`src/hw/rps_pkg.sv`:
```
// Package for the RTC power and reset sequencer: constants, states and carriers
package rps_pkg;

    // ----------------------------------------------------------------
    // Timing
    // ----------------------------------------------------------------
    localparam int CLK_HZ          = 20_000_000;
    localparam int SCAN_SLOW_SEC   = 1;   // Scan period when period select is 0
    localparam int SCAN_LONG_SEC   = 16;  // Scan period when period select is 1
    localparam int SCAN_SLOW_CYC   = CLK_HZ * SCAN_SLOW_SEC;
    localparam int SCAN_LONG_CYC   = CLK_HZ * SCAN_LONG_SEC;
    localparam int FAST_SCAN_CYC   = 64;  // Fast scan interval during power-up
    localparam int WDOG_PERIODS    = 2;   // Deadlock budget in monitoring periods
    localparam int CNT_W           = 32;

    // ----------------------------------------------------------------
    // Values
    // ----------------------------------------------------------------
    localparam logic [7:0] TEMP_FROZEN = 8'h00;
    localparam logic [7:0] TEMP_RESET  = 8'h00;

    // ----------------------------------------------------------------
    // Sequencer states
    // ----------------------------------------------------------------
    typedef enum logic [2:0] {
        RPS_HOLD,
        RPS_LOAD,
        RPS_WAIT_OSC,
        RPS_FAST_SCAN,
        RPS_EE_LOAD,
        RPS_TEMP,
        RPS_RUN
    } rps_state_type;

    // Status flags shown to the host
    typedef struct packed {
        logic powerOnFlag;
        logic systemResetFlag;
        logic selfRecoveryIrqFlag;
        logic lowVoltageUpperFlag;
        logic lowVoltageLowerFlag;
    } rps_flags_type;

    // Flag clear strobes from the host, one per flag
    typedef struct packed {
        logic powerOnFlag;
        logic systemResetFlag;
        logic selfRecoveryIrqFlag;
        logic lowVoltageUpperFlag;
        logic lowVoltageLowerFlag;
    } rps_clear_type;

endpackage : rps_pkg

```
`src/hw/rps_sequencer.sv`:
```
// Power-up, supply switchover, low-voltage and reset sequencer of the RTC
`timescale 1ns/1ns
`default_nettype none

// Summary of operation
// - Trickle charge on only with resistors selected and never on backup supply.
// - Route the higher of main and backup supply inside; show the source.
// - On backup, disable serial interface and clock output; interrupt stays alive.
// - Hold in reset until supply threshold, then load all reset values.
// - Set power-on flag after power-on reset; cleared only by writing 0.
// - Fast scan once oscillator runs; above lower threshold stop it, enable EEPROM.
// - After EEPROM enable, load configuration and clear both low-voltage flags.
// - With thermometer enabled, measure and compute compensation before running.
// - After fast scan, sample supply once per monitoring period.
// - A check below a threshold sets its flag and disables dependent functions.
// - Uncleared low-voltage flags freeze temperature at 00h if no reading is valid; that or the lower flag stops compensation.
// - Below upper threshold, hold last temperature; compensation keeps using it.
// - Reset comes only from power-on, software command or self-recovery.
// - Software reset command in run state resets system and sets system-reset flag.
// - After any reset, self-recovery enable is 1 and its interrupt enable 0.
// - Deadlock with self-recovery on, in run state, resets system, sets both flags.
// - Self-recovery interrupt only when its interrupt enable is 1.
// - Deadlock counter restarted by control logic; timeout triggers system reset.
// - Self-recovery acts within two monitoring periods of deadlock onset.
// - Period select 0 gives a one-second monitoring interval.
module rps_sequencer
    import rps_pkg::*;
#(
    parameter int SLOW_CYC = rps_pkg::SCAN_SLOW_CYC,
    parameter int LONG_CYC = rps_pkg::SCAN_LONG_CYC,
    parameter int FAST_CYC = rps_pkg::FAST_SCAN_CYC
) (
    // Clock and reset
    input  wire logic          clk,
    input  wire logic          rst,
    // Analog comparator levels (asynchronous)
    input  wire logic          mainAboveBackup,
    input  wire logic          supplyAboveThreshold,
    input  wire logic          oscRunning,
    input  wire logic          aboveLowerThreshold,
    input  wire logic          aboveUpperThreshold,
    // Configuration from the EEPROM control page
    input  wire logic          eeConfigValid,
    input  wire logic [3:0]    chargeResistorSelect,
    input  wire logic          thermometerEnable,
    input  wire logic          thermometerPeriodSelect,
    // Thermometer and compensation unit
    input  wire logic          tempDone,
    input  wire logic [7:0]    tempMeasured,
    input  wire logic          compDone,
    // Host commands (one-cycle pulses)
    input  wire logic          softwareResetCommand,
    input  wire rps_clear_type flagClear,
    input  wire logic          setSelfRecoveryEnable,
    input  wire logic          setSelfRecoveryIrqEnable,
    input  wire logic          selfRecoveryEnableValue,
    input  wire logic          selfRecoveryIrqEnableValue,
    // Deadlock counter restart from the control logic
    input  wire logic          controlAlive,
    // Supply routing
    output logic               internalSupplyFromBackup,
    output logic               trickleChargeEnable,
    output logic               serialInterfaceEnable,
    output logic               clockOutputEnable,
    output logic               interruptOutputEnable,
    // Sequencing outputs
    output logic               registerReload,
    output logic               eeReadEnable,
    output logic               fastScanActive,
    output logic               tempStart,
    output logic               compStart,
    output logic               compensationActive,
    output logic               fullyFunctional,
    // Status
    output logic [7:0]         temperature,
    output rps_flags_type      flags,
    output logic               selfRecoveryEnable,
    output logic               selfRecoveryIrqEnable,
    output logic               selfRecoveryIrq
);

    // ----------------------------------------------------------------
    // Input synchronisation
    // ----------------------------------------------------------------
    logic [4:0] rawIn;
    logic [4:0] syncIn;
    logic       mainHigher;
    logic       supplyOk;
    logic       oscOk;
    logic       aboveLower;
    logic       aboveUpper;

    assign rawIn = {mainAboveBackup, supplyAboveThreshold, oscRunning,
                    aboveLowerThreshold, aboveUpperThreshold};

    rps_sync #(.WIDTH(5)) uSync (
        .clk     (clk),
        .rst     (rst),
        .asyncIn (rawIn),
        .syncOut (syncIn)
    );

    assign {mainHigher, supplyOk, oscOk, aboveLower, aboveUpper} = syncIn;

    // ----------------------------------------------------------------
    // Supply routing and gating
    // ----------------------------------------------------------------
    logic onBackup;

    // Higher supply wins; backup mode gates interface, clock out and charge
    always_comb begin
        onBackup                 = ~mainHigher;
        internalSupplyFromBackup = onBackup;
        trickleChargeEnable      = (|chargeResistorSelect) & ~onBackup;
        serialInterfaceEnable    = ~onBackup & aboveLower;
        clockOutputEnable        = ~onBackup & aboveLower;
        interruptOutputEnable    = 1'b1;
    end

    // ----------------------------------------------------------------
    // State and registers
    // ----------------------------------------------------------------
    rps_state_type state_q, state_d;
    logic [CNT_W-1:0] scanCnt_q, scanCnt_d;
    logic [CNT_W-1:0] wdogCnt_q, wdogCnt_d;
    rps_flags_type    flags_q, flags_d;
    logic             srEn_q, srEn_d;
    logic             self_recovery_irq_enable_q, self_recovery_irq_enable_d;
    logic [7:0]       temp_q, temp_d;
    logic             tempValid_q, tempValid_d;
    logic             tempBusy_q, tempBusy_d;
    logic             compBusy_q, compBusy_d;
    logic             tempStart_q, tempStart_d;
    logic             compStart_q, compStart_d;
    logic             reload_q, reload_d;

    logic [CNT_W-1:0] periodCyc;
    logic [CNT_W-1:0] wdogLimit;
    logic             scanTick;
    logic             deadlock;
    logic             sysReset;
    logic             lvFlagsSet;

    // Monitoring period from the period select, deadlock budget from it
    always_comb begin
        periodCyc = thermometerPeriodSelect ? CNT_W'(LONG_CYC)
                                            : CNT_W'(SLOW_CYC);
        wdogLimit = CNT_W'(WDOG_PERIODS) * periodCyc;
        scanTick  = (state_q == RPS_FAST_SCAN) ? (scanCnt_q >= CNT_W'(FAST_CYC - 1))
                                               : (scanCnt_q >= periodCyc - 1'b1);
        deadlock  = srEn_q & (wdogCnt_q >= wdogLimit - 1'b1);
        sysReset  = softwareResetCommand | deadlock;
        lvFlagsSet = flags_q.lowVoltageUpperFlag | flags_q.lowVoltageLowerFlag;
    end

    // Next state of the sequencer and all status
    always_comb begin
        state_d     = state_q;
        scanCnt_d   = scanTick ? '0 : scanCnt_q + 1'b1;
        wdogCnt_d   = controlAlive ? '0 : wdogCnt_q + 1'b1;
        flags_d     = flags_q;
        srEn_d      = srEn_q;
        self_recovery_irq_enable_d      = self_recovery_irq_enable_q;
        temp_d      = temp_q;
        tempValid_d = tempValid_q;
        tempBusy_d  = tempBusy_q;
        compBusy_d  = compBusy_q;
        tempStart_d = 1'b0;
        compStart_d = 1'b0;
        reload_d    = 1'b0;

        // Host clears by writing 0; a write of 1 has no strobe here
        if (flagClear.powerOnFlag)         flags_d.powerOnFlag         = 1'b0;
        if (flagClear.systemResetFlag)     flags_d.systemResetFlag     = 1'b0;
        if (flagClear.selfRecoveryIrqFlag) flags_d.selfRecoveryIrqFlag = 1'b0;
        if (flagClear.lowVoltageUpperFlag) flags_d.lowVoltageUpperFlag = 1'b0;
        if (flagClear.lowVoltageLowerFlag) flags_d.lowVoltageLowerFlag = 1'b0;

        if (setSelfRecoveryEnable) begin
            srEn_d = selfRecoveryEnableValue;
        end
        if (setSelfRecoveryIrqEnable) begin
            self_recovery_irq_enable_d = selfRecoveryIrqEnableValue;
        end

        case (state_q)
            RPS_HOLD: begin
                scanCnt_d = '0;
                if (supplyOk) begin
                    state_d = RPS_LOAD;
                end
            end
            RPS_LOAD: begin
                reload_d            = 1'b1;
                srEn_d              = 1'b1;
                self_recovery_irq_enable_d              = 1'b0;
                flags_d.powerOnFlag = 1'b1;
                state_d             = RPS_WAIT_OSC;
            end
            RPS_WAIT_OSC: begin
                scanCnt_d = '0;
                if (oscOk) begin
                    state_d = RPS_FAST_SCAN;
                end
            end
            RPS_FAST_SCAN: begin
                if (scanTick && aboveLower) begin
                    state_d   = RPS_EE_LOAD;
                    scanCnt_d = '0;
                end
            end
            RPS_EE_LOAD: begin
                scanCnt_d = '0;
                if (eeConfigValid) begin
                    flags_d.lowVoltageUpperFlag = 1'b0;
                    flags_d.lowVoltageLowerFlag = 1'b0;
                    if (thermometerEnable) begin
                        state_d     = RPS_TEMP;
                        tempStart_d = 1'b1;
                        tempBusy_d  = 1'b1;
                    end else begin
                        state_d = RPS_RUN;
                    end
                end
            end
            RPS_TEMP: begin
                // Measure, then compute compensation, then run
                if (tempBusy_q && tempDone) begin
                    temp_d      = tempMeasured;
                    tempValid_d = 1'b1;
                    tempBusy_d  = 1'b0;
                    compBusy_d  = 1'b1;
                    compStart_d = 1'b1;
                end else if (compBusy_q && compDone) begin
                    compBusy_d = 1'b0;
                    state_d    = RPS_RUN;
                end
            end
            RPS_RUN: begin
                // Periodic sampling; flags set on low supply
                if (scanTick) begin
                    if (!aboveUpper) begin
                        flags_d.lowVoltageUpperFlag = 1'b1;
                    end
                    if (!aboveLower) begin
                        flags_d.lowVoltageLowerFlag = 1'b1;
                    end
                    // Thermometer runs only with supply and clear flags
                    if (thermometerEnable && aboveUpper && !lvFlagsSet
                        && !tempBusy_q) begin
                        tempStart_d = 1'b1;
                        tempBusy_d  = 1'b1;
                    end
                end
                if (tempBusy_q && tempDone) begin
                    tempBusy_d = 1'b0;
                    if (aboveUpper) begin
                        temp_d      = tempMeasured;
                        tempValid_d = 1'b1;
                    end
                end
            end
            default: begin
                state_d = RPS_HOLD;
            end
        endcase

        // System reset from software or deadlock reloads the same values
        if (sysReset && (state_q == RPS_RUN)) begin
            reload_d                = 1'b1;
            srEn_d                  = 1'b1;
            self_recovery_irq_enable_d                  = 1'b0;
            flags_d.systemResetFlag = 1'b1;
            wdogCnt_d               = '0;
            if (deadlock) begin
                flags_d.selfRecoveryIrqFlag = 1'b1;
            end
        end

        // Supply lost below the power-on threshold goes back to hold
        if (!supplyOk && (state_q != RPS_HOLD)) begin
            state_d     = RPS_HOLD;
            tempBusy_d  = 1'b0;
            compBusy_d  = 1'b0;
            tempValid_d = 1'b0;
            temp_d      = TEMP_RESET;
        end
    end

    // Register the sequencer state
    always_ff @(posedge clk) begin
        if (rst) begin
            state_q     <= RPS_HOLD;
            scanCnt_q   <= '0;
            wdogCnt_q   <= '0;
            flags_q     <= '0;
            srEn_q      <= 1'b1;
            self_recovery_irq_enable_q      <= 1'b0;
            temp_q      <= TEMP_RESET;
            tempValid_q <= 1'b0;
            tempBusy_q  <= 1'b0;
            compBusy_q  <= 1'b0;
            tempStart_q <= 1'b0;
            compStart_q <= 1'b0;
            reload_q    <= 1'b0;
        end else begin
            state_q     <= state_d;
            scanCnt_q   <= scanCnt_d;
            wdogCnt_q   <= wdogCnt_d;
            flags_q     <= flags_d;
            srEn_q      <= srEn_d;
            self_recovery_irq_enable_q      <= self_recovery_irq_enable_d;
            temp_q      <= temp_d;
            tempValid_q <= tempValid_d;
            tempBusy_q  <= tempBusy_d;
            compBusy_q  <= compBusy_d;
            tempStart_q <= tempStart_d;
            compStart_q <= compStart_d;
            reload_q    <= reload_d;
        end
    end

    // ----------------------------------------------------------------
    // Outputs
    // ----------------------------------------------------------------
    logic frozen;

    // Uncleared flags freeze the reading at zero when none is valid; that or the lower flag stops compensation
    always_comb begin
        frozen             = lvFlagsSet & ~tempValid_q;
        temperature        = frozen ? TEMP_FROZEN : temp_q;
        compensationActive = (state_q == RPS_RUN) & ~frozen
                             & ~flags_q.lowVoltageLowerFlag;
        fullyFunctional    = (state_q == RPS_RUN);
        eeReadEnable       = (state_q == RPS_EE_LOAD) | (state_q == RPS_TEMP)
                             | (state_q == RPS_RUN);
        fastScanActive     = (state_q == RPS_FAST_SCAN);
        registerReload     = reload_q;
        tempStart          = tempStart_q;
        compStart          = compStart_q;
        flags              = flags_q;
        selfRecoveryEnable    = srEn_q;
        selfRecoveryIrqEnable = self_recovery_irq_enable_q;
        selfRecoveryIrq    = flags_q.selfRecoveryIrqFlag & self_recovery_irq_enable_q;
    end

endmodule : rps_sequencer

`default_nettype wire

```
`src/hw/rps_sync.sv`:
```
// Two flip-flop synchroniser for asynchronous level inputs
`timescale 1ns/1ns
`default_nettype none

module rps_sync #(
    parameter int WIDTH = 1
) (
    // Clock and reset
    input  wire logic             clk,
    input  wire logic             rst,
    // Data
    input  wire logic [WIDTH-1:0] asyncIn,
    output logic      [WIDTH-1:0] syncOut
);

    logic [WIDTH-1:0] stage1_q;
    logic [WIDTH-1:0] stage1_d;
    logic [WIDTH-1:0] stage2_q;
    logic [WIDTH-1:0] stage2_d;

    // Next values of both stages
    always_comb begin
        stage1_d = asyncIn;
        stage2_d = stage1_q;
    end

    // Register the stages
    always_ff @(posedge clk) begin
        if (rst) begin
            stage1_q <= '0;
            stage2_q <= '0;
        end else begin
            stage1_q <= stage1_d;
            stage2_q <= stage2_d;
        end
    end

    assign syncOut = stage2_q;

endmodule : rps_sync

`default_nettype wire

```
`config.mk`:
```
export PLATFORM = sky130hd
export DESIGN_NAME = rps_sequencer
export DESIGN_NICKNAME = d
export VERILOG_FILES = /design/src/hw/rps_pkg.sv /design/src/hw/rps_sequencer.sv /design/src/hw/rps_sync.sv
export SDC_FILE = /design/constraint.sdc
export NUM_CORES = 1
export LEC_CHECK = 0
export ABC_AREA = 1
export BUFFER_PORTS_ARGS = -buffer_cell sky130_fd_sc_hd__clkbuf_2
export CAP_MARGIN = 10
export CELL_PAD_IN_SITES_DETAIL_PLACEMENT = 1
export CELL_PAD_IN_SITES_GLOBAL_PLACEMENT = 1
export CORE_ASPECT_RATIO = 1.2
export CORE_MARGIN = 10
export CORE_UTILIZATION = 43
export DETAILED_ROUTE_END_ITERATION = 10
export PLACE_DENSITY_LB_ADDON = 0.1
export SYNTH_ARGS = -nofsm -noshare
export SYNTH_HDL_FRONTEND = slang
export SYNTH_HIERARCHICAL = 1
export SYNTH_SLANG_ARGS = --single-unit
```
`constraint.sdc`:
```
create_clock -name clk -period 2.3 [get_ports clk]
set_clock_uncertainty 0.15 [all_clocks]
set_input_delay 0 -clock clk [delete_from_list [all_inputs] [get_ports clk]]
set_output_delay 0 -clock clk [all_outputs]
set_load 0.03 [all_outputs]
```
==> results of run 1 <==
==> power groups by stage <==
stage / clock network, mW / logic [mW] / registers, mW
2_1_floorplan: 0 / 0.245 / 1.83
3_3_place_gp: 0 / 0.393 / 1.81
3_5_place_dp: 0 / 0.405 / 1.81
4_1_cts: 1.66 / 0.461 / 1.77
5_1_grt: 1.74 / 0.534 / 1.78
6_report: 1.61 / 0.481 / 1.77
==> placed cells by master (no fill, tap or decap), types with 2 or more instances in the layout <==
| cell type | count |
|---|---|
| nor2_1 | 125 |
| nand2_1 | 123 |
| inv_1 | 110 |
| dfxtp_1 | 97 |
| clkbuf_2 | 61 |
| a21oi_1 | 51 |
| nand3_1 | 38 |
| dlygate4sd3_1 | 35 |
| nor3_1 | 28 |
| nand4_1 | 23 |
| ha_1 | 22 |
| o21ai_0 | 21 |
| buf_4 | 20 |
| xor2_1 | 19 |
| nor3_2 | 14 |
| clkbuf_16 | 9 |
| or2_2 | 8 |
| nor2_4 | 7 |
| xnor2_1 | 5 |
| nor4_1 | 4 |
| inv_2 | 4 |
| nand2_2 | 4 |
| nand3_2 | 4 |
| nand3b_1 | 3 |
| nand3_4 | 3 |
| nor2_2 | 3 |
| a31oi_1 | 3 |
| nand4_2 | 3 |
| conb_1 | 3 |
| a211oi_1 | 2 |
| o21bai_1 | 2 |
| nand2_4 | 2 |
| or2_1 | 2 |
| a211oi_2 | 2 |
| nor3b_2 | 2 |
| or2_0 | 2 |
| bufinv_16 | 2 |
==> critical path, cell delays in order, from the launching register on <==
cell and delay, ps:
dfxtp_1 330, ha_1 230, nand3_1 160, o21ai_0 190, nor3_2 310, nand2_2 140, nand2_4 140, nand2_8 100
buf_4 210, nor3b_2 150
==> worst max path at each step <==
stage                                  start                        to  cells past startpoint
floorplan            state_q[0]$_SDFFE_PP0P_   scanCnt_q[6]$_SDFF_PP0_                     10
detailed placement   thermometerPeriodSelect  wdogCnt_q[24]$_SDFF_PP0_                     12
global route        wdogCnt_q[29]$_SDFF_PP0_  wdogCnt_q[12]$_SDFF_PP0_                     11
global placement     thermometerPeriodSelect  wdogCnt_q[31]$_SDFF_PP0_                     12
CTS                 wdogCnt_q[15]$_SDFF_PP0_  wdogCnt_q[13]$_SDFF_PP0_                     10
finish               scanCnt_q[0]$_SDFF_PP0_   scanCnt_q[2]$_SDFF_PP0_                      9
==> state kept, by name, summed over array words and instances, names as in the netlist <==
signal                 cells
compStart                  1
selfRecoveryIrqEnable      1
uSync/stage1_q             5
flags                      5
state_q                    3
uSync/syncOut              5
selfRecoveryEnable         1
tempValid_q                1
tempBusy_q                 1
temp_q                     8
tempStart                  1
scanCnt_q                 32
compBusy_q                 1
registerReload             1
wdogCnt_q                 32
==> logic make-up (layout without fill, tap and decap cells) <==
family | after synthesis | in the layout | share of synthesized area (%)
AO/OA/AOI/OAI | 87 | 87 | 9.01
XOR/XNOR | 24 | 24 | 3.85
adder cells (fa/ha/maj) | 22 | 22 | 5.05
buffers and inverters | 127 | 245 | 9.72
flip-flops | 98 | 98 | 36.0
multiplexers | 1 | 1 | 0.183
other | 2 | 3 | 0.138
AND/OR/NAND/NOR | 401 | 403 | 36.1
==> cell type report <==
type | count | area, um^2 | share of cell area, %
clock buffers | 11 | 243 | 3.59
clock inverters | 3 | 65.1 | 0.962
inverters | 114 | 428 | 6.33
multi-input cells | 540 | 3030 | 44.8
flip-flops and latches | 98 | 1960 | 29.0
well taps | 164 | 205 | 3.03
repair buffers | 117 | 826 | 12.2
==> per-layer routing <==
| layer | GRT usage [%] | up-vias | routed length (um) |
|---|---|---|---|
| met2 | 35.5 | 101 | 8760 |
| met5 | 0 | - | 0 |
| met3 | 3.85 | 31 | 644 |
| met4 | 8.63 | 0 | 404 |
| met1 | 19.5 | 2584 | 6860 |
| li1 | - | 2690 | - |
==> what timing repair did <==
| action | in CTS | in global routing |
|---|---|---|
| pin swaps | 0 | 2 |
| hold buffers | 35 | 0 |
| cloned | 0 | 2 |
| endpoints found under the setup margin | 1 | 54 |
| gates resized for setup | 1 | 8 |
| buffers inserted | 0 | 2 |
| hold endpoints to repair | 39 | 0 |
==> through the flow <==
step	cell area (um^2)	total power [mW]
finish	6760	3.87
global placement	6010	2.20
global route	6760	4.06
CTS	6670	3.89
detailed placement	6010	2.22
floorplan	5460	2.08
==> flow_metrics.env, run 1 <==
export IMPL_place_inst=994
export IMPL_cp_max_fo=10
export IMPL_yosys_warnings=6
export IMPL_nets=937
export IMPL_worst_ep_arrival_time_ps=2300
export IMPL_ys_types=46
export IMPL_maxSlewViolCount=0
export IMPL_yosys_top_cells_area="dfxtp_1 (36%), nor2_1 (8.6%), nand2_1 (8.5%)"
export IMPL_ir_drop_uv=473
export IMPL_cp_required_ps=2430
export IMPL_antenna_found_initial=0
export IMPL_p_leak_nw=2.78
export IMPL_synth_most_common_cell="nor2_1"
export IMPL_hpwl_um=12200
export IMPL_p_seq_share_pct=45.9
export IMPL_die_area_um2=17600
export IMPL_fmax_mhz=460
export IMPL_drt_pass1_iter_count=4
export IMPL_cts_tree="yes"
export IMPL_grt_pass1_vias=5777
export IMPL_overflow=0
export IMPL_min_delay_start="controlAlive"
export IMPL_tightest_slew_ps=673
export IMPL_hold_violations=0
export IMPL_drt_iter0_drc=177
export IMPL_cts_num_sinks=98
export IMPL_switching_share_pct=25.3
export IMPL_seq_area_frac_synth_pct=36.0
export IMPL_synth_common_cells="nor2_1 (125), nand2_1 (124), inv_1 (110)"
export IMPL_ys_ff_latch=98
export IMPL_clk_pin_slew_worst_paths_ps=60
export IMPL_worstSetupPathType="flip-flop to flip-flop"
export IMPL_p_sw_mw=0.978
export IMPL_p_per_area_nw_per_um2=572
export IMPL_cts_buffers=9
export IMPL_reg2reg_slack_ps=130
export IMPL_synth_edf_count=0
export IMPL_ios=63
export IMPL_clock_power_share_pct=41.7
export IMPL_start_kind="flip-flop"
export IMPL_vias_per_cell=5.16
export IMPL_die_x_um=123
export IMPL_ys_dominant_reg_cell="dfxtp_1"
export IMPL_synth_top_area_cell="dfxtp_1"
export IMPL_fillers=1622
export IMPL_syn_instance_count=762
export IMPL_cap_viol_max_count=0
export IMPL_fin_util_pct=53.9
export IMPL_worst_slack_ps=128
export IMPL_drc_errors=0
export IMPL_layout_drive_gt1_share_pct=18.0
export IMPL_r2r_end="scanCnt_q[2]$_SDFF_PP0_"
export IMPL_fin_cells=1047
export IMPL_setup_tns_ps=0
export IMPL_diodes=0
export IMPL_drt_total_wl_um=16700
export IMPL_hp_class="primary input to flip-flop"
export IMPL_syn_area_per_cell_um2=7.16
export IMPL_finalCritPeriodShare_pct=94.4
export IMPL_cts_path_max_buffers=2
export IMPL_whs_ps=30.4
export IMPL_die_y_um=143
export IMPL_grt_util_all_layers_pct=18.9
export IMPL_postSynth_asyncResetShare_pct=0
export IMPL_r2r_cells=9
export IMPL_core_um2=12600
export IMPL_area_growth_pct=23.9
export IMPL_post_route_min_period_ps=2170
export IMPL_grt_max_degree=33
export IMPL_power_frac_comb_pct=12.4
export IMPL_r2r_start="scanCnt_q[0]$_SDFF_PP0_"
export IMPL_pre_cts_ws_ps=-53.6
export IMPL_drtAntennaViolNets=0
export IMPL_rows=45
export IMPL_intPower_mw=2.89
export IMPL_status="finished, final reports clean"
export IMPL_setup_violations=0
export IMPL_port_buffers=61
export IMPL_cts_root_buf="clkbuf_16"
export IMPL_hold_path_depth=4
export IMPL_synth_top_area_share_pct=36.0
export IMPL_slew_headroom_pct=54.9
export IMPL_htree_levels=3
export IMPL_cp_end_kind="flip-flop"
export IMPL_hold_end="wdogCnt_q[17]$_SDFF_PP0_"
export IMPL_initial_core_util_pct=43.4
export IMPL_detail_route_wl_per_cell_um=15.9
export IMPL_clk_insertion_delay_late_ps=350
export IMPL_syn_cell_area_um2=5460
export IMPL_place_gp_congestion=0.863
export IMPL_via_count=5406
export IMPL_grt_pass1_wl_um=27000
Note: power is estimated with default switching activity, not from simulation.
==> inputs of run 2 (changes only) <==
==> constraint.sdc (replaced) <==
create_clock -name clk -period 2.3 [get_ports clk]
set_clock_uncertainty 0.15 [all_clocks]
set_input_delay 0.115 -clock clk [delete_from_list [all_inputs] [get_ports clk]]
set_output_delay 0.115 -clock clk [all_outputs]
set_load 0.03 [all_outputs]
==> flow_metrics.env, run 2 (same netlist as run 1, synthesis figures left out) <==
export IMPL_die_y_um=143
export IMPL_hp_class="primary input to flip-flop"
export IMPL_area_growth_pct=23.3
export IMPL_cp_required_ps=2430
export IMPL_cts_path_max_buffers=2
export IMPL_worstSetupPathType="flip-flop to flip-flop"
export IMPL_rows=45
export IMPL_finalCritPeriodShare_pct=92.6
export IMPL_fillers=1628
export IMPL_die_area_um2=17600
export IMPL_diodes=0
export IMPL_drtAntennaViolNets=0
export IMPL_place_gp_congestion=0.855
export IMPL_cts_tree="yes"
export IMPL_total_power_mw=3.70
export IMPL_grtUsageMet3_pct=4.04
export IMPL_ios=63
export IMPL_layout_common_cells="nand2_1 (124), nor2_1 (124), inv_1 (110), dfxtp_1 (95), clkbuf_2 (61)"
export IMPL_grt_pass1_wl_um=27500
export IMPL_vias_per_cell=5.19
export IMPL_drc_errors=0
export IMPL_whs_ps=108
export IMPL_cap_viol_max_count=0
export IMPL_cp_end_kind="flip-flop"
export IMPL_met1_usage_pct=20.2
export IMPL_nets=932
export IMPL_maxSlewViolCount=0
export IMPL_drt_total_wl_um=16900
export IMPL_setup_violations=0
export IMPL_detail_route_wl_per_cell_um=16.2
export IMPL_r2r_start="scanCnt_q[26]$_SDFF_PP0_"
export IMPL_post_route_min_period_ps=2130
export IMPL_via_count=5413
export IMPL_reg_top3="scanCnt_q: 32 flops, wdogCnt_q: 32 flops, temp_q: 8 flops"
export IMPL_grt_util_all_layers_pct=19.3
export IMPL_cts_root_buf="clkbuf_16"
export IMPL_clk_insertion_delay_late_ps=360
export IMPL_clk_pin_slew_worst_paths_ps=70
export IMPL_tightest_slew_ps=678
export IMPL_drt_iter0_drc=201
export IMPL_cp_max_fo=18
export IMPL_hold_violations=0
export IMPL_crit_start="scanCnt_q[26]$_SDFF_PP0_"
export IMPL_worst_ep_arrival_time_ps=2260
export IMPL_top_usage_layer="met2"
export IMPL_die_x_um=123
export IMPL_rsz0062_at_grt="no"
export IMPL_core_um2=12600
export IMPL_start_kind="flip-flop"
export IMPL_p_per_area_nw_per_um2=550
export IMPL_drt_pass1_iter_count=5
export IMPL_status="finished, final reports clean"
export IMPL_slew_headroom_pct=54.6
export IMPL_antenna_found_initial=0
export IMPL_cts_num_sinks=98
export IMPL_layout_drive_gt1_share_pct=19.2
export IMPL_cts_buffers=9
export IMPL_grt_max_degree=33
export IMPL_ir_drop_uv=339
export IMPL_grt_pass1_vias=5804
export IMPL_fmax_mhz=470
export IMPL_overflow=0
export IMPL_port_buffers=61
export IMPL_htree_levels=3
export IMPL_initial_core_util_pct=43.4
export IMPL_hpwl_um=12400
export IMPL_p_leak_nw=2.78
export IMPL_use_met2_pct=35.8
export IMPL_min_delay_start="thermometerEnable"
## run 2: final cells by class
cell class              count  area [um^2]  share of cell area (%)
clock inverters             4         28.8                   0.428
inverters                 114          428                    6.36
flip-flops and latches     98         1970                    29.2
multi-input cells         540         3070                    45.6
clock buffers              11          243                    3.61
repair buffers            112          791                    11.8
well taps                 164          205                    3.05
## run 2: path summary, 6_finish.rpt
path                                               endpoint  slack [ps]  cells past startpoint
worst min register to register  uSync/syncOut[1]$_SDFF_PP0_         270                      2
worst min-delay path                state_q[0]$_SDFFE_PP0P_         110                      5
worst max-delay path               scanCnt_q[18]$_SDFF_PP0_         170                     10
worst max register to register     scanCnt_q[18]$_SDFF_PP0_         170                     10
## run 2: metrics by stage
stage / setup slack, ps / setup TNS, ps / util [%] / instance area [um^2] / instances
2_1_floorplan: 329 / 0 / - / 5460 / 763
3_3_place_gp: 102 / 0 / 47.9 / 6010 / 993
3_5_place_dp: -67.6 / -760 / 47.9 / 6010 / 993
4_1_cts: 7.91 / 0 / 52.5 / 6600 / 1039
5_1_grt: 8.33 / 0 / 53.6 / 6730 / 1043
6_report: 171 / 0 / 53.6 / 6730 / 1043
## run 2: report_power, final
group / internal (mW) / switching [mW] / leakage [nW]
registers: 1.74 / 0.0370 / 0.795
logic: 0.176 / 0.301 / 1.86
clock network: 0.758 / 0.690 / 0.128
total: 2.67 / 1.03 / 2.78
## run 2: repair_timing
item,in CTS,in global routing
hold buffers,31,0
gates resized for setup,1,19
hold endpoints to repair,26,0
cloned,0,2
pin swaps,0,2
setup buffers,0,2
endpoints found under the setup margin,12,38
## run 2: critical path, stage by stage, from the launching register on
cell	delay, ps
dfxtp_1	320
nor2_1	250
nand3_1	150
nor2_1	150
nand2_1	90
nor3_2	230
nand2_2	140
nand2_4	120
nand2_4	90
buf_12	190
a211oi_2	150
## run 2: per-layer routing
metal  share of wire (%)  vias to the layer above
li1                    -                     2684
met1                  40                     2600
met2                  54                       98
met3                 3.7                       31
met4                 2.6                        0
met5                   0                        -
==> inputs of run 3 (changes only) <==
CORE_ASPECT_RATIO = 1.75   (was 1.2)
==> flow_metrics.env, run 3 (same netlist as run 1, synthesis figures left out) <==
export IMPL_status="finished, final reports clean"
export IMPL_cp_max_fo=8
export IMPL_grt_util_all_layers_pct=18.3
export IMPL_setup_violations=0
export IMPL_design_area_um2=6660
export IMPL_die_area_um2=17800
export IMPL_intPower_mw=2.76
export IMPL_cts_num_sinks=98
export IMPL_clk_insertion_delay_late_ps=350
export IMPL_place_gp_congestion=0.835
export IMPL_cts_buffers=9
export IMPL_drtAntennaViolNets=0
export IMPL_layout_common_cells="nor2_1 (125), nand2_1 (123), inv_1 (110), dfxtp_1 (97), clkbuf_2 (61)"
export IMPL_grt_pass1_wl_um=27100
export IMPL_worst_slack_ps=153
export IMPL_die_x_um=105
export IMPL_worstSetupPathType="flip-flop to primary output"
export IMPL_area_growth_pct=22.0
export IMPL_vias_per_cell=5.11
export IMPL_grt_pass1_vias=5859
export IMPL_cts_path_max_buffers=2
export IMPL_grt_max_degree=33
export IMPL_reg2reg_slack_ps=160
export IMPL_cts_root_buf="clkbuf_16"
export IMPL_post_route_min_period_ps=2150
export IMPL_fillers=1624
export IMPL_whs_ps=91.9
export IMPL_drt_iter0_drc=169
export IMPL_detail_route_wl_per_cell_um=15.4
export IMPL_rsz0062_at_grt="yes"
export IMPL_overflow=0
export IMPL_finalCritPeriodShare_pct=93.4
export IMPL_ir_drop_uv=320
export IMPL_nets=927
export IMPL_power_frac_comb_pct=12.1
export IMPL_reg_top3="scanCnt_q: 32 flops, wdogCnt_q: 32 flops, temp_q: 8 flops"
export IMPL_cap_viol_max_count=0
export IMPL_start_kind="flip-flop"
export IMPL_port_buffers=61
export IMPL_clk_pin_slew_worst_paths_ps=70
export IMPL_placement_cell_area_um2=6010
export IMPL_hpwl_um=12400
export IMPL_p_seq_share_pct=46.8
export IMPL_hp_class="primary input to flip-flop"
export IMPL_cp_required_ps=2040
export IMPL_fin_util_pct=53.6
export IMPL_initial_core_util_pct=43.9
export IMPL_switching_share_pct=27.1
export IMPL_ios=63
export IMPL_die_y_um=169
export IMPL_slew_headroom_pct=54.0
export IMPL_cts_tree="yes"
export IMPL_rows=54
export IMPL_p_per_area_nw_per_um2=568
export IMPL_via_count=5327
export IMPL_final_common_cell="nor2_1"
export IMPL_p_leak_nw=2.73
export IMPL_tightest_slew_ps=684
export IMPL_clock_power_share_pct=41.1
export IMPL_diodes=0
export IMPL_drt_total_wl_um=16100
export IMPL_pre_cts_ws_ps=-71.6
export IMPL_maxSlewViolCount=0
export IMPL_htree_levels=3
export IMPL_drc_errors=0
export IMPL_fmax_mhz=466
export IMPL_hold_violations=0
export IMPL_p_sw_mw=1.03
export IMPL_core_um2=12400
export IMPL_antenna_found_initial=0
export IMPL_worst_ep_arrival_time_ps=1880
export IMPL_layout_drive_gt1_share_pct=18.1
export IMPL_cp_end_kind="primary output"
export IMPL_drt_pass1_iter_count=7
==> run 3: changes by cell type in the layout (fill, tap and decap cells not counted), moves of 2 or more <==
cell / change
a21oi_1: +6
a21oi_2: -6
buf_4: -2
dfxtp_1: +2
dfxtp_2: -2
inv_6: +2
nand3_1: +2
nand3_2: -2
nor3_2: +2
==> run 3: stage by stage <==
step           total power [mW]  TNS (ps)  cells
3_5_place_dp               2.22      -839    996
2_1_floorplan              2.08         0    763
6_report                   3.78         0   1043
3_3_place_gp               2.20     -85.8    996
5_1_grt                    3.96     -35.9   1043
4_1_cts                    3.82         0   1042
==> run 3: critical path: stages (launching register included) <==
cell      delay (ps)
dfxtp_1          490
inv_1            140
nor2_1           100
inv_1            110
nor2_4           170
inv_1            130
nor3_1           170
clkbuf_2         240
==> run 3: power by group through the flow <==
stage / logic, mW / clock network (mW) / registers [mW]
floorplan: 0.245 / 0 / 1.83
global placement: 0.394 / 0 / 1.81
detailed placement: 0.410 / 0 / 1.81
CTS: 0.455 / 1.60 / 1.77
global route: 0.511 / 1.67 / 1.78
finish: 0.458 / 1.55 / 1.77
==> run 3: worst paths after layout <==
check	from	to	cells past startpoint
worst max-delay path	state_q[2]$_SDFFE_PP0P_	compensationActive	7
worst min-delay path	tempDone	compStart$_SDFF_PP0_	5
worst max register to register	wdogCnt_q[15]$_SDFF_PP0_	wdogCnt_q[2]$_SDFF_PP0_	10
worst min register to register	uSync/stage1_q[1]$_SDFF_PP0_	uSync/syncOut[1]$_SDFF_PP0_	2
==> run 3: cell type report <==
| class | count | area (um^2) | share of cell area, % |
|---|---|---|---|
| Clock buffer | 9 | 225 | 3.38 |
| Clock inverter | 7 | 76.3 | 1.15 |
| Inverter | 114 | 428 | 6.43 |
| Multi-Input combinational cell | 539 | 3010 | 45.2 |
| Sequential cell | 98 | 1960 | 29.5 |
| Tap cell | 168 | 210 | 3.16 |
| Timing Repair Buffer | 108 | 746 | 11.2 |
==> run 3: what timing repair did <==
item                                   4_1_cts  5_1_grt
hold buffers                                30        0
setup buffers                                0        0
endpoints found under the hold margin       25        0
setup endpoints to repair                    0       64
gates resized for setup                      0        9
==> run 3: metal layers <==
| layer | up-vias | GRT usage [%] | wire [um] |
|---|---|---|---|
| met4 | 0 | 6.89 | 376 |
| met2 | 77 | 37.1 | 9270 |
| met1 | 2550 | 17.4 | 6050 |
| met3 | 27 | 3.00 | 409 |
| met5 | - | 0 | 0 |
| li1 | 2673 | - | - |
